--- src/logic/bfa_pkg.sv ---
// Shared constants and types of the butterfly / accumulate datapath.
// Assumes a single clock; every user names items as bfa_pkg::name.
package bfa_pkg;

  // Width of one real or imaginary product and of one butterfly term.
  localparam int PROD_W = 16;
  // Width of an accumulated total.
  localparam int ACC_W = 32;
  // Width of the accumulation RAM byte bus.
  localparam int BYTE_W = 8;
  // Width of the staging register that holds the unsent bytes.
  localparam int STAGE_W = 24;
  // Depth of the product FIFO in front of the datapath.
  localparam int FIFO_DEPTH = 4;
  // Rate of the clock in MHz, for reference only; no timing count depends on it.
  localparam int CLOCK_MHZ = 250;

  // Accumulate schedule: eight steps, phase 0 is the first product of a group.
  localparam logic [2:0] ACC_FIRST_PHASE = 3'h0;
  localparam logic [2:0] ACC_LAST_WRITE = 3'h3;
  localparam logic [2:0] ACC_FIRST_READ = 3'h4;
  localparam logic [2:0] ACC_LAST_PHASE = 3'h7;

  // Butterfly schedule: four products A, C, B, D at phases 0 to 3.
  localparam logic [1:0] BF_FIRST_PHASE = 2'h0;
  localparam logic [1:0] BF_LAST_PHASE = 2'h3;

  // Steps from a product entering to its term leaving, per butterfly mode.
  localparam int R4_LATENCY = 5;
  localparam int R2_LATENCY = 3;

  // Reset values of the accumulator, staging, readback and butterfly term registers.
  localparam logic [ACC_W-1:0] ACC_RESET = 32'h0000_0000;
  localparam logic [STAGE_W-1:0] STAGE_RESET = 24'h00_0000;
  localparam logic [PROD_W-1:0] TERM_RESET = 16'h0000;

  // Operating mode, chosen statically.
  typedef enum logic [2:0] {
    BFA_MODE_ACC = 3'b001,
    BFA_MODE_R4  = 3'b010,
    BFA_MODE_R2  = 3'b100
  } bfa_mode_e;

  // One complex value in 16-bit two's complement.
  typedef struct packed {
    logic signed [PROD_W-1:0] re;
    logic signed [PROD_W-1:0] im;
  } bfa_cplx_s;

  // One RAM byte for each of the two accumulators.
  typedef struct packed {
    logic [BYTE_W-1:0] re;
    logic [BYTE_W-1:0] im;
  } bfa_byte_s;

  // One FIFO entry: a product and the flag marking the first of a group.
  typedef struct packed {
    logic      groupStart;
    bfa_cplx_s prod;
  } bfa_item_s;

endpackage

--- src/logic/bfa_datapath.sv ---
// Butterfly and accumulate datapath with its product FIFO.
// Assumes one clock, products synchronous to it, and a byte-wide RAM that
// takes a write byte while ramWrite is high and offers a read byte while ramRead is high.
// Notes on behaviour
// RULE_01 - Cycle 1: stage 24 bits, write byte, reload.
// RULE_02 - Cycles 2-4: write staged bytes, keep accumulating.
// RULE_03 - Cycles 5-8: read stored sum bytewise.
// RULE_04 - Schedule wraps after cycle 8.
// RULE_05 - Imaginary accumulator runs alongside, same schedule.
// RULE_06 - Both adder stages give 16-bit results.
// RULE_07 - Products arrive as A, C, B, D.
// RULE_08 - Four butterfly terms per group.
// RULE_09 - First stage pairs A/C then B/D.
// RULE_10 - Upper hold register loads on even cycles.
// RULE_11 - Results registered; one term per cycle.
// RULE_12 - Radix-2 bypasses second stage.
// RULE_13 - Upper accumulator bits count carries.
// RULE_14 - Output pins also carry RAM bytes.
// RULE_15 - 16-bit inputs summed to 32-bit totals.
// RULE_16 - Words move as four bytes, four cycles.
// RULE_17 - Everything runs from one clock.
// RULE_18 - Static mode selects the operation.
// RULE_19 - Group strobe aligns both schedules.

// Small FIFO with valid and ready on both sides.
module bfa_fifo #(
  parameter int WIDTH = 8,
  parameter int DEPTH = 4
) (
  // Clock, reset and freeze.
  input  wire logic             clock,
  input  wire logic             rst,
  input  wire logic             clkEn,
  // Filling side.
  input  wire logic             inValid,
  output logic                  inReady,
  input  wire logic [WIDTH-1:0] inData,
  // Draining side.
  output logic                  outValid,
  input  wire logic             outReady,
  output logic [WIDTH-1:0]      outData
);
  localparam int PTR_W = (DEPTH > 1) ? $clog2(DEPTH) : 1;
  localparam int CNT_W = $clog2(DEPTH + 1);

  logic [WIDTH-1:0] mem [DEPTH];  // Storage words.
  logic [PTR_W-1:0] wrPtr;        // Next slot to fill.
  logic [PTR_W-1:0] rdPtr;        // Oldest slot.
  logic [CNT_W-1:0] count;        // Words held.
  logic             doWrite;      // A word is taken this cycle.
  logic             doRead;       // A word leaves this cycle.

  // Full refuses a write even when a read frees a slot in the same cycle.
  assign inReady = (count != CNT_W'(DEPTH));
  assign outValid = (count != '0);
  assign doWrite = clkEn & inValid & inReady;
  assign doRead = clkEn & outValid & outReady;
  assign outData = mem[rdPtr];

  // Pointers and fill level.
  always_ff @(posedge clock) begin
    if (rst) begin
      wrPtr <= '0;
      rdPtr <= '0;
      count <= '0;
    end else begin
      if (doWrite) begin
        wrPtr <= (wrPtr == PTR_W'(DEPTH - 1)) ? '0 : wrPtr + PTR_W'(1);
      end
      if (doRead) begin
        rdPtr <= (rdPtr == PTR_W'(DEPTH - 1)) ? '0 : rdPtr + PTR_W'(1);
      end
      count <= count + CNT_W'(doWrite) - CNT_W'(doRead);
    end
  end

  // Storage array; data needs no reset.
  always_ff @(posedge clock) begin
    if (doWrite) begin
      mem[wrPtr] <= inData;
    end
  end
endmodule

// Datapath top.
module bfa_datapath (
  // Clock, reset and freeze.
  input  wire logic               clock,
  input  wire logic               rst,
  input  wire logic               clkEn,
  // Static mode and stall.
  input  wire bfa_pkg::bfa_mode_e mode,
  input  wire logic               hold,
  // Product stream in.
  input  wire logic               inValid,
  output logic                    inReady,
  input  wire logic               inGroupStart,
  input  wire bfa_pkg::bfa_cplx_s inProduct,
  // Butterfly terms out, shared with RAM write bytes.
  output logic                    outValid,
  output bfa_pkg::bfa_cplx_s      outTerm,
  // Accumulation RAM byte bus.
  output logic                    ramWrite,
  output logic                    ramRead,
  input  wire bfa_pkg::bfa_byte_s ramRdByte
);
  localparam int PW = bfa_pkg::PROD_W;
  localparam int IW = $bits(bfa_pkg::bfa_item_s);

  // FIFO output side.
  logic [IW-1:0]        fifoData;    // Raw entry.
  logic                 fifoValid;   // Entry available.
  logic                 fifoReady;   // Datapath may drain.
  bfa_pkg::bfa_item_s   item;        // Entry as a struct.
  logic                 step;        // One product advances the datapath.
  logic                 groupStart;  // Current product opens a group.
  logic signed [PW-1:0] prodPart [2];  // Real and imaginary product.
  logic [7:0]           rdPart   [2];  // Real and imaginary RAM byte.
  logic signed [31:0]   prodExt  [2];  // Sign-extended products.

  // Mode decode.
  logic isAcc;  // Accumulate mode.
  logic isR4;   // Radix-4 mode.
  logic isR2;   // Radix-2 mode.

  // Schedules.
  logic [2:0] accPhase;  // Phase for the next product, accumulate.
  logic [1:0] bfPhase;   // Phase for the next product, butterfly.
  logic [2:0] curAcc;    // Phase of the current product, accumulate.
  logic [1:0] curBf;     // Phase of the current product, butterfly.

  // Accumulators, one per component.
  logic [31:0] accF [2];      // Running totals.
  logic [23:0] accG [2];      // Staged unsent bytes.
  logic [31:0] accH [2];      // Readback from RAM.
  logic [7:0]  next_wrByte [2];  // Byte to write this step.

  // Butterfly registers, one per component.
  logic signed [PW-1:0] prevP     [2];  // Previous product.
  logic signed [PW-1:0] pairX     [2];  // First of a pair.
  logic signed [PW-1:0] pairY     [2];  // Second of a pair.
  logic signed [PW-1:0] s1        [2];  // First-stage result row.
  logic signed [PW-1:0] acDif     [2];  // Copy of the A-C difference.
  logic signed [PW-1:0] acSum     [2];  // Copy of the A+C sum for the second term.
  logic signed [PW-1:0] bfE       [2];  // Upper input hold register.
  logic signed [PW-1:0] holdSum   [2];  // Held B+D (or X+Z).
  logic signed [PW-1:0] holdCross [2];  // Held cross difference.
  logic signed [PW-1:0] upperOp   [2];  // Second-stage upper operand.
  logic signed [PW-1:0] lowerOp   [2];  // Second-stage lower operand.
  logic signed [PW-1:0] next_term [2];  // Second-stage result.
  logic                 selE;           // Upper input mux select.
  logic [4:0]           fill;           // Products seen, per pipeline slot.

  // RULE_18 - static mode decode
  always_comb begin
    isAcc = 1'b0;
    isR4 = 1'b0;
    isR2 = 1'b0;
    case (mode)
      bfa_pkg::BFA_MODE_ACC: isAcc = 1'b1;
      bfa_pkg::BFA_MODE_R4: isR4 = 1'b1;
      bfa_pkg::BFA_MODE_R2: isR2 = 1'b1;
      default: isAcc = 1'b0;
    endcase
  end

  bfa_fifo #(
    .WIDTH (IW),
    .DEPTH (bfa_pkg::FIFO_DEPTH)
  ) productFifo (
    .clock    (clock),
    .rst      (rst),
    .clkEn    (clkEn),
    .inValid  (inValid),
    .inReady  (inReady),
    .inData   ({inGroupStart, inProduct}),
    .outValid (fifoValid),
    .outReady (fifoReady),
    .outData  (fifoData)
  );

  // The whole datapath advances only when a product is there and nothing stalls.
  assign fifoReady = clkEn & ~hold;
  assign item = bfa_pkg::bfa_item_s'(fifoData);
  assign step = fifoReady & fifoValid;
  assign groupStart = item.groupStart;
  assign prodPart[0] = item.prod.re;
  assign prodPart[1] = item.prod.im;
  assign rdPart[0] = ramRdByte.re;
  assign rdPart[1] = ramRdByte.im;
  assign prodExt[0] = {{16{prodPart[0][PW-1]}}, prodPart[0]};
  assign prodExt[1] = {{16{prodPart[1][PW-1]}}, prodPart[1]};

  // RULE_19 - group strobe realigns
  assign curAcc = groupStart ? bfa_pkg::ACC_FIRST_PHASE : accPhase;
  assign curBf = groupStart ? bfa_pkg::BF_FIRST_PHASE : bfPhase;

  // RULE_13 - carry counting upper half
  // The low half is a 16-bit adder; the high half only steps by the carry and the sign.
  function automatic logic [31:0] accAdd(input logic [31:0] base,
                                         input logic signed [15:0] p);
    logic [16:0] low;
    logic [15:0] up;
    low = {1'b0, base[15:0]} + {1'b0, p};
    up = base[31:16] + {15'h0000, low[16]} - {15'h0000, p[15]};
    return {up, low[15:0]};
  endfunction

  // Schedule counters; both wrap by their own width.
  always_ff @(posedge clock) begin
    if (rst) begin
      accPhase <= bfa_pkg::ACC_FIRST_PHASE;
      bfPhase <= bfa_pkg::BF_FIRST_PHASE;
    end else if (step) begin
      // RULE_04 - wrap after cycle 8
      accPhase <= curAcc + 3'h1;
      bfPhase <= curBf + 2'h1;
    end
  end

  // Byte to send: the low byte of the total first, then the staged bytes.
  always_comb begin
    for (int i = 0; i < 2; i++) begin
      next_wrByte[i] = (curAcc == bfa_pkg::ACC_FIRST_PHASE) ? accF[i][7:0] : accG[i][7:0];
    end
  end

  // RULE_05 - both accumulators in parallel
  // RULE_15 - 16-bit in, 32-bit totals
  always_ff @(posedge clock) begin
    if (rst) begin
      for (int i = 0; i < 2; i++) begin
        accF[i] <= bfa_pkg::ACC_RESET;
        accG[i] <= bfa_pkg::STAGE_RESET;
        accH[i] <= bfa_pkg::ACC_RESET;
      end
    end else if (step && isAcc) begin
      for (int i = 0; i < 2; i++) begin
        if (curAcc == bfa_pkg::ACC_FIRST_PHASE) begin
          // RULE_01 - stage, send, reload
          accG[i] <= accF[i][31:8];
          accF[i] <= accAdd(accH[i], prodPart[i]);
        end else if (curAcc <= bfa_pkg::ACC_LAST_WRITE) begin
          // RULE_02 - shift staged bytes out
          accG[i] <= {8'h00, accG[i][23:8]};
          accF[i] <= accAdd(accF[i], prodPart[i]);
        end else begin
          // RULE_03 - read bytes, low first
          accH[i] <= {rdPart[i], accH[i][31:8]};
          accF[i] <= accAdd(accF[i], prodPart[i]);
        end
      end
    end
  end

  // RULE_16 - four byte cycles each way
  always_ff @(posedge clock) begin
    if (rst) begin
      ramWrite <= 1'b0;
    end else if (clkEn) begin
      ramWrite <= step && isAcc && (curAcc <= bfa_pkg::ACC_LAST_WRITE);
    end
  end
  assign ramRead = step && isAcc && (curAcc >= bfa_pkg::ACC_FIRST_READ);

  // RULE_09 - first stage, paired operands
  // RULE_06 - 16-bit wrapping results
  // Even phases take the sum, odd phases the difference and latch the next pair.
  always_ff @(posedge clock) begin
    if (rst) begin
      for (int i = 0; i < 2; i++) begin
        prevP[i] <= bfa_pkg::TERM_RESET;
        pairX[i] <= bfa_pkg::TERM_RESET;
        pairY[i] <= bfa_pkg::TERM_RESET;
        s1[i] <= bfa_pkg::TERM_RESET;
      end
    end else if (step && !isAcc) begin
      for (int i = 0; i < 2; i++) begin
        prevP[i] <= prodPart[i];
        if (curBf[0]) begin
          // RULE_07 - second of a pair arrives
          pairX[i] <= prevP[i];
          pairY[i] <= prodPart[i];
          s1[i] <= pairX[i] - pairY[i];
        end else begin
          s1[i] <= pairX[i] + pairY[i];
        end
      end
    end
  end

  // RULE_10 - hold register and its mux
  // The select moves at odd cycle ends and the register loads at even ones, so
  // the A-C difference survives after the first-stage row is overwritten.
  always_ff @(posedge clock) begin
    if (rst) begin
      selE <= 1'b0;
      for (int i = 0; i < 2; i++) begin
        bfE[i] <= bfa_pkg::TERM_RESET;
        acDif[i] <= bfa_pkg::TERM_RESET;
      end
    end else if (step && isR4) begin
      if (!curBf[0]) begin
        selE <= (curBf == bfa_pkg::BF_FIRST_PHASE);
      end
      for (int i = 0; i < 2; i++) begin
        if (curBf == bfa_pkg::BF_FIRST_PHASE) begin
          acDif[i] <= s1[i];
        end
        if (curBf[0]) begin
          bfE[i] <= selE ? acDif[i] : s1[i];
        end
      end
    end
  end

  // Lower operand holds: own sum after phase 1, the other part's difference after phase 2.
  // The A+C copy is taken at phase 1 too, since the hold register moves on to A-C
  // one term before the second term has used A+C.
  always_ff @(posedge clock) begin
    if (rst) begin
      for (int i = 0; i < 2; i++) begin
        holdSum[i] <= bfa_pkg::TERM_RESET;
        holdCross[i] <= bfa_pkg::TERM_RESET;
        acSum[i] <= bfa_pkg::TERM_RESET;
      end
    end else if (step && isR4) begin
      for (int i = 0; i < 2; i++) begin
        if (curBf == 2'h1) begin
          holdSum[i] <= s1[i];
          acSum[i] <= bfE[i];
        end
        if (curBf == 2'h2) begin
          holdCross[i] <= s1[1 - i];
        end
      end
    end
  end

  // RULE_08 - second stage operands
  always_comb begin
    for (int i = 0; i < 2; i++) begin
      upperOp[i] = bfE[i];
      lowerOp[i] = holdCross[i];
      next_term[i] = bfa_pkg::TERM_RESET;
      if (isR2) begin
        // RULE_12 - bypass second stage
        upperOp[i] = s1[i];
        lowerOp[i] = bfa_pkg::TERM_RESET;
        next_term[i] = upperOp[i] + lowerOp[i];
      end else begin
        if (curBf == 2'h1) begin
          lowerOp[i] = s1[i];
        end else if (curBf == 2'h2) begin
          // The hold register already shows A-C here, so the A+C copy feeds the top.
          upperOp[i] = acSum[i];
          lowerOp[i] = holdSum[i];
        end else if (curBf == 2'h0) begin
          // The hold register took the next group's A+C; the A-C copy still stands.
          upperOp[i] = acDif[i];
        end
        // Real adds on phases 1 and 3; imaginary adds on phases 1 and 0.
        if ((curBf == 2'h1) || (i == 0 && curBf == 2'h3) || (i == 1 && curBf == 2'h0)) begin
          next_term[i] = upperOp[i] + lowerOp[i];
        end else begin
          next_term[i] = upperOp[i] - lowerOp[i];
        end
      end
    end
  end

  // Pipeline fill marks when a real term reaches the output.
  always_ff @(posedge clock) begin
    if (rst) begin
      fill <= 5'h00;
    end else if (step && !isAcc) begin
      fill <= {fill[3:0], 1'b1};
    end
  end

  // RULE_11 - registered output term
  // RULE_14 - shared pins carry RAM bytes
  always_ff @(posedge clock) begin
    if (rst) begin
      outValid <= 1'b0;
      outTerm <= '0;
    end else if (clkEn) begin
      outValid <= step && ((isR4 && fill[bfa_pkg::R4_LATENCY - 1]) ||
                           (isR2 && fill[bfa_pkg::R2_LATENCY - 1]));
      if (step && isAcc) begin
        outTerm.re <= {8'h00, next_wrByte[0]};
        outTerm.im <= {8'h00, next_wrByte[1]};
      end else if (step) begin
        outTerm.re <= next_term[0];
        outTerm.im <= next_term[1];
      end
    end
  end

  // RULE_17 - single clock
  // Every process above is clocked by clock alone.

  // Rule checks
  a_acc_first_byte: assert property (@(posedge clock) disable iff (rst) // RULE_01
    (step && isAcc && curAcc == 3'h0) |=> (ramWrite && outTerm.re[7:0] == $past(accF[0][7:0])))
    else $error("First write byte is not the low byte of the total.");
  a_acc_reload: assert property (@(posedge clock) disable iff (rst) // RULE_01
    (step && isAcc && curAcc == 3'h0) |=> (accF[0] == $past(accH[0]) + $past(prodExt[0])
      && accG[0] == $past(accF[0][31:8])))
    else $error("Cycle one reload or staging is wrong.");
  a_acc_staged_bytes: assert property (@(posedge clock) disable iff (rst) // RULE_02
    (step && isAcc && curAcc >= 3'h1 && curAcc <= 3'h3) |=>
      (ramWrite && outTerm.re[7:0] == $past(accG[0][7:0])
       && accF[0] == $past(accF[0]) + $past(prodExt[0])))
    else $error("Staged byte or running sum is wrong.");
  a_acc_read_byte: assert property (@(posedge clock) disable iff (rst) // RULE_03
    (step && isAcc && curAcc >= 3'h4) |-> ramRead ##1 (!ramWrite && accH[0][31:24] ==
      $past(ramRdByte.re)))
    else $error("Readback byte not captured.");
  a_acc_wrap_phase: assert property (@(posedge clock) disable iff (rst) // RULE_04
    (step && isAcc && !groupStart && accPhase == 3'h7) |=> (accPhase == 3'h0))
    else $error("Accumulate schedule did not wrap.");
  a_acc_imag_byte: assert property (@(posedge clock) disable iff (rst) // RULE_05
    (step && isAcc && curAcc == 3'h0) |=> (outTerm.im[7:0] == $past(accF[1][7:0])))
    else $error("Imaginary write byte is wrong.");
  a_stage1_sum: assert property (@(posedge clock) disable iff (rst) // RULE_09
    (step && !isAcc && !curBf[0]) |=> (s1[0] == 16'($past(pairX[0]) + $past(pairY[0]))))
    else $error("First stage sum is wrong.");
  a_hold_even_load: assert property (@(posedge clock) disable iff (rst) // RULE_10
    (step && isR4 && !curBf[0]) |=> $stable(bfE[0]))
    else $error("Hold register loaded on an odd cycle.");
  a_r2_bypass_out: assert property (@(posedge clock) disable iff (rst) // RULE_12
    (step && isR2) |=> (outTerm.re == $past(s1[0]) && outTerm.im == $past(s1[1])))
    else $error("Radix-2 output is not the first stage result.");
  a_r4_term_rate: assert property (@(posedge clock) disable iff (rst) // RULE_11
    (step && isR4 && fill[4]) ##1 (step && isR4) |=> outValid)
    else $error("Radix-4 term missing in a cycle.");
  a_group_align: assert property (@(posedge clock) disable iff (rst) // RULE_19
    (step && groupStart) |=> (accPhase == 3'h1 && bfPhase == 2'h1))
    else $error("Group strobe did not realign the schedules.");
endmodule

--- config.mk ---
export PLATFORM = sky130hd
export DESIGN_NAME = bfa_datapath
export DESIGN_NICKNAME = d
export VERILOG_FILES = /design/src/logic/bfa_pkg.sv /design/src/logic/bfa_datapath.sv
export SDC_FILE = /design/constraint.sdc
export NUM_CORES = 1
export LEC_CHECK = 0
export ABC_AREA = 1
export BUFFER_PORTS_ARGS = -buffer_cell sky130_fd_sc_hd__buf_2
export CORE_MARGIN = 1
export CORE_UTILIZATION = 40
export DETAILED_ROUTE_END_ITERATION = 12
export PLACE_DENSITY_LB_ADDON = 0.25
export SETUP_SLACK_MARGIN = 0.05
export SLEW_MARGIN = 10
export SYNTH_ARGS = -nofsm -noshare
export SYNTH_HDL_FRONTEND = slang
export SYNTH_SLANG_ARGS = --single-unit
--- constraint.sdc ---
create_clock -name clock -period 6.8 [get_ports clock]
set_clock_uncertainty 0.2 [all_clocks]
set_input_delay 0.34 -clock clock [delete_from_list [all_inputs] [get_ports clock]]
set_output_delay 0.34 -clock clock [all_outputs]
set_load 0.05 [all_outputs]
Word level (Yosys, flattened, before mapping)
Memory sizes are Yosys's and may differ from the RTL's. A register that Yosys moved wholly into a read port is not among the register bits. Cells that the tools add are included.

Logic and storage cells: 228. RAM bits: 596. Memories: 13. Output and inout bits: 36. Register bits: 52.

Reductions and logical operators: 18. Equal/unequal tests: 9. Muxes and demuxes: 109. $add $sub $neg: 26. Bitwise logic cells: 40. $lt $le $gt $ge: 2.

Memory list: productFifo.mem (words 4, bits a word 33, read ports 1, clocked after memory_dff 1, write ports 1, line bfa_datapath.sv:46) `logic [WIDTH-1:0] mem [DEPTH];`; accF (words 2, bits a word 32, read ports 2, clocked after memory_dff 0, write ports 2, line bfa_datapath.sv:133) `logic [31:0] accF [2];`; accH (words 2, bits a word 32, read ports 2, clocked after memory_dff 0, write ports 2, line bfa_datapath.sv:135) `logic [31:0] accH [2];`; accG (words 2, bits a word 24, read ports 2, clocked after memory_dff 0, write ports 2, line bfa_datapath.sv:134) `logic [23:0] accG [2];`; acDif (words 2, bits a word 16, read ports 2, clocked after memory_dff 0, write ports 2, line bfa_datapath.sv:143) `logic signed [PW-1:0] acDif [2];`; acSum (words 2, bits a word 16, read ports 2, clocked after memory_dff 0, write ports 2, line bfa_datapath.sv:144) `logic signed [PW-1:0] acSum [2];`; +7 memories.

Operators by type and width (number): 16-bit two-way mux (40); 32-bit two-way mux (10); 24-bit two-way mux (4); 16-bit by 16-bit adder with 17-bit output (4); 16-bit by 1-bit adder with 16-bit output (4); 16-bit adder (4); 16-bit by 1-bit subtractor with 16-bit output (4); 16-bit subtractor (4); 1-bit two-way mux (47); 1-bit OR (32); 8-bit two-way mux (2); 2-bit two-way mux (5); 2-bit == test (second input constant) (4); 1-bit logical AND (8); 2-bit by 1-bit adder with 2-bit output (second input constant) (3); 1-bit bitwise AND (6); 2-bit AND reduction (2); 3-bit by 1-bit adder with 3-bit output (1); 3-bit by 1-bit adder with 3-bit output (second input constant) (1); 3-bit by 1-bit == test with 1-bit output (second input constant) (1); 3-bit by 2-bit == test with 1-bit output (second input constant) (1); 3-bit == test (second input constant) (1); 3-bit greater-or-equal comparator (second input constant) (1); 3-bit by 2-bit <= comparator with 1-bit output (second input constant) (1); other kinds (11) (14).

Logic depth before layout (Yosys ltp)
Depth after elaboration: 11. Mapped depth: 36.

Hierarchy
Synthesis repeated with hierarchy kept, for this count alone.

Cell total of the unflattened synthesis: 4157. Area total of the unflattened synthesis: 37075.6 µm².

Modules (own cells, without submodules): bfa_datapath (instances 1, area an instance 31647.9 µm², cells an instance 3767); bfa_fifo (instances 1, area an instance 5427.7 µm², cells an instance 390).

Worst setup path before layout
OpenSTA, ideal clock, no wires.

Path type: register to register. Start: register (tool-made name). End: memory acSum[0][0] (netlist bit), enable pin. Path buffers: 4. Cell stages (with the launch flop): 16. Setup time: 0.574 ns. Arrival time: 6.372 ns. Setup slack: -0.347 ns. Cell sequence: dfxtp_1 > inv_1 > nor2_1 > nor2_1 > o21ai_0 > nand2_1 > inv_1 > nand2_1 > buf_2 > clkinv_1 > ha_1 > buf_2 > inv_2 > clkbuf_1 > clkbuf_1 > o21ai_0.

RTL lines (line): to (decl) (bfa_datapath.sv:144).

==> metrics.txt <==
Max Fclk 172 MHz; Final Hold Viols 0; Crit. End Element flop; CTS tree done; IO Port Bufs 92; met1 Use GR 28.7%; Post-CTS Setup Inserts 0; distinct cell type count after synthesis 49; largest net degree at the start of global routing 66; Worst Tran Pin Value 1.09 ns; Hold Crit Class primary input to flop; met2 usage 37.7%; clock tree buffer depth 3; max cap viols 0; Synth Flop Type edfxtp_1; CP Class flop to flop; Syn Std Cell Area 36,700 um^2; FP Rows 110; Worst-Skew Late Latency 0.65 ns; core box area 90,600 um^2; min-delay src hold; hold path endpoint outTerm[17]; Vert. Die Dim 305 um; Synth Instances 4,100; CP cell instances inv_2, buf_4, nand2_1, a32oi_1, inv_1, fa_1, o21ai_0, nand3_1, o2111ai_1, nand3_1, nand2_1, a21oi_1, o21bai_1, ha_1, fa_1, nand3_1, nand2_1, a21oi_1, o21ai_0, nand3_1, nand2_1, a21oi_1, o21ai_0, nand2_1; most frequent CP cell nand2_1; Pwr Density 314 nW/um^2; gr usage total 22.3%; Sink Count 650; # DRC 0; gr ovfl total 0; Ys Warns 0; post-CTS sizing 0; first-pass GRT wire length 161,000 um; Worst path max stage delay 0.50 ns; Multi-input gate area 15,300 um^2; wire length per cell 18.9 um; CTS buffer count 76; area delta synth->final 13.3%; Post-synth EDFFs 588; IO Count 93; Die Footprint 93,100 um^2; fin worst setup slack 0.983 ns; sequential-to-total area share from yosys stat 51.4%; dpl ws 1.03 ns; worst r2r path cells 24; RSZ-0062 raised after global routing false; min Tclk post-route 5.82 ns; Final period util 85.5%; Routed Wire Length 103,000 um; Register Area 18,900 um^2; vias in the first global route 28,182; Rel. slew slack 27.5%; leakage 18.0 nW; 1st-iter DRT viols 2,187; CTS Root Cell clkbuf_16; status finished, final reports clean; antenna-violating nets left 0; Vias/cell 5.22; clk slew on worst S/H paths 0.06 ns; worst r2r dst accF[1][28]; post-synthesis sequential element count 650; CP Data Required Time 6.98 ns; met3 GRT Util 3.78%; busiest grt layer met2; Final GP Congestion 0.901; Slowest-stage cell, CP fa_1; Max VDD drop 0.202 mV; Post-Syn Nets 4,388; width of the die 305 um; fill count 8,710; H-Tree Level Count 3; Worst setup SP type flop; DP Wirelength 72,200 um; asr flop ratio synth 0%; Worst Hold Depth 7; flop2flop setup slack 0.98 ns; total number of vias 28,499; Final Setup Violations 0; Pins Over Slew Limit 0; nets 4,510; drt first pass iters 5; effective utilization at floorplan 40.6%; layout cells sized above 1 7.40%; CP arrival 5.99 ns; CP max FO 40; Fin Setup TNS 0 ns; initial antenna violation count 6; Mean Syn Cell Area 8.96 um^2
cell usage after synthesis (all sizes together), types with 36 or more instances:
library cell / number / area [um^2]
a21oi: 399 / 2000
ha: 217 / 2720
clkbuf: 124 / 467
dfxtp: 62 / 1240
o21ai: 283 / 1420
nor3: 36 / 196
nand2: 683 / 2570
nor2: 573 / 2180
xnor2: 48 / 420
nand3: 159 / 796
xor2: 84 / 736
edfxtp: 588 / 17700
o22ai: 45 / 282
inv: 537 / 2020
logic make-up after synthesis:
| group | count (synthesis) | share of synthesized area, % |
|---|---|---|
| fa+ha+maj | 231 | 8.15 |
| simple gates | 1488 | 16.3 |
| buf+inv | 696 | 7.17 |
| xor+xnor | 132 | 3.15 |
| compound gates | 903 | 13.8 |
| flops | 650 | 51.4 |
where the power goes:
part / internal [mW] / switching (mW) / leakage (nW)
combinational: 1.34 / 2.81 / 10.4
sequential: 4.62 / 0.139 / 6.42
clock: 2.44 / 1.71 / 1.21
sequential cells by signal (all words and copies together), names as in the netlist, 2 cells and up, named ones only:
name               flops
productFifo.rdPtr      2
bfPhase                2
prevP                 32
pairY                 32
productFifo.mem      132
fill                   5
accF                  64
productFifo.wrPtr      2
productFifo.count      3
holdSum               32
bfE                   32
s1                    32
accPhase               3
accG                  48
accH                  64
acDif                 32
pairX                 32
acSum                 32
holdCross             32
outTerm               32
critical path, delay by kind of cell (launching register included):
kind                     cells  cell delay (ns)
AND/OR/NAND/NOR              9             1.00
flip-flops                   1             0.33
buffers and inverters        3             1.07
AO/OA/AOI/OAI                9             1.97
adder cells (fa/ha/maj)      3             0.97
area by class of cell:
cell class	instances	area share [%]
Antenna cell	3	0.0180
Clock buffer	101	5.12
Clock inverter	38	0.887
Inverter	540	4.87
Multi-Input combinational cell	2754	36.8
Sequential cell	650	45.4
Tap cell	1176	3.53
Timing Repair Buffer	200	3.37
per-stage QoR:
step | hold WS (ns) | instance area (um^2) | utilization, % | std cells | power (mW)
finish | 0.105 | 41600 | 46.0 | 5462 | 13.1
detailed placement | 0.254 | 38600 | 42.6 | 5268 | 8.91
global placement | 0.251 | 38600 | 42.6 | 5268 | 8.90
global route | 0.110 | 41600 | 46.0 | 5460 | 13.8
floorplan | 0.230 | 36700 | - | 4100 | 7.69
CTS | 0.0621 | 41600 | 46.0 | 5459 | 13.1
metal layers:
layer  part of all wire, %  wire (um)
met4                   3.2       3300
met1                    44      45200
met3                   5.4       5550
met5                0.0068          7
met2                    48      49000
cell usage in the layout, fill, tap and decap left out, drive strengths merged, types with 10 or more instances in the layout:
| cell type | netlist | layout |
|---|---|---|
| dfxtp | 62 | 62 |
| o211ai | 13 | 13 |
| o21ai | 283 | 283 |
| a31oi | 22 | 22 |
| xor2 | 84 | 84 |
| nor2 | 573 | 573 |
| o21a | 10 | 10 |
| buf | 32 | 148 |
| dlygate4sd3 | 0 | 52 |
| xnor2 | 48 | 48 |
| clkbuf | 124 | 101 |
| o21bai | 12 | 12 |
| nand3 | 159 | 159 |
| a32oi | 32 | 32 |
| nand2 | 683 | 683 |
| a22o | 14 | 14 |
| a21o | 27 | 27 |
| fa | 14 | 14 |
| clkinv | 3 | 27 |
| inv | 537 | 540 |
| ha | 217 | 217 |
| o22ai | 45 | 45 |
| a21oi | 399 | 399 |
| or2 | 18 | 18 |
| nor3 | 36 | 36 |
| a21boi | 11 | 11 |
| edfxtp | 588 | 588 |
worst max path at each step:
stage	start	end	cells after the start
finish	flop	accF[1][28]	24
global route	flop	accF[1][28]	24
CTS	flop	accF[1][29]	23
detailed placement	flop	accF[1][29]	23
global placement	flop	accF[1][29]	23
floorplan	productFifo.count[1]	accH[0][0]	5
what timing repair did:
item	CTS	global route
endpoints found under the hold margin	150	0
hold buffers	52	0
setup endpoints to repair	0	0
(Power assumes the default switching activity.)
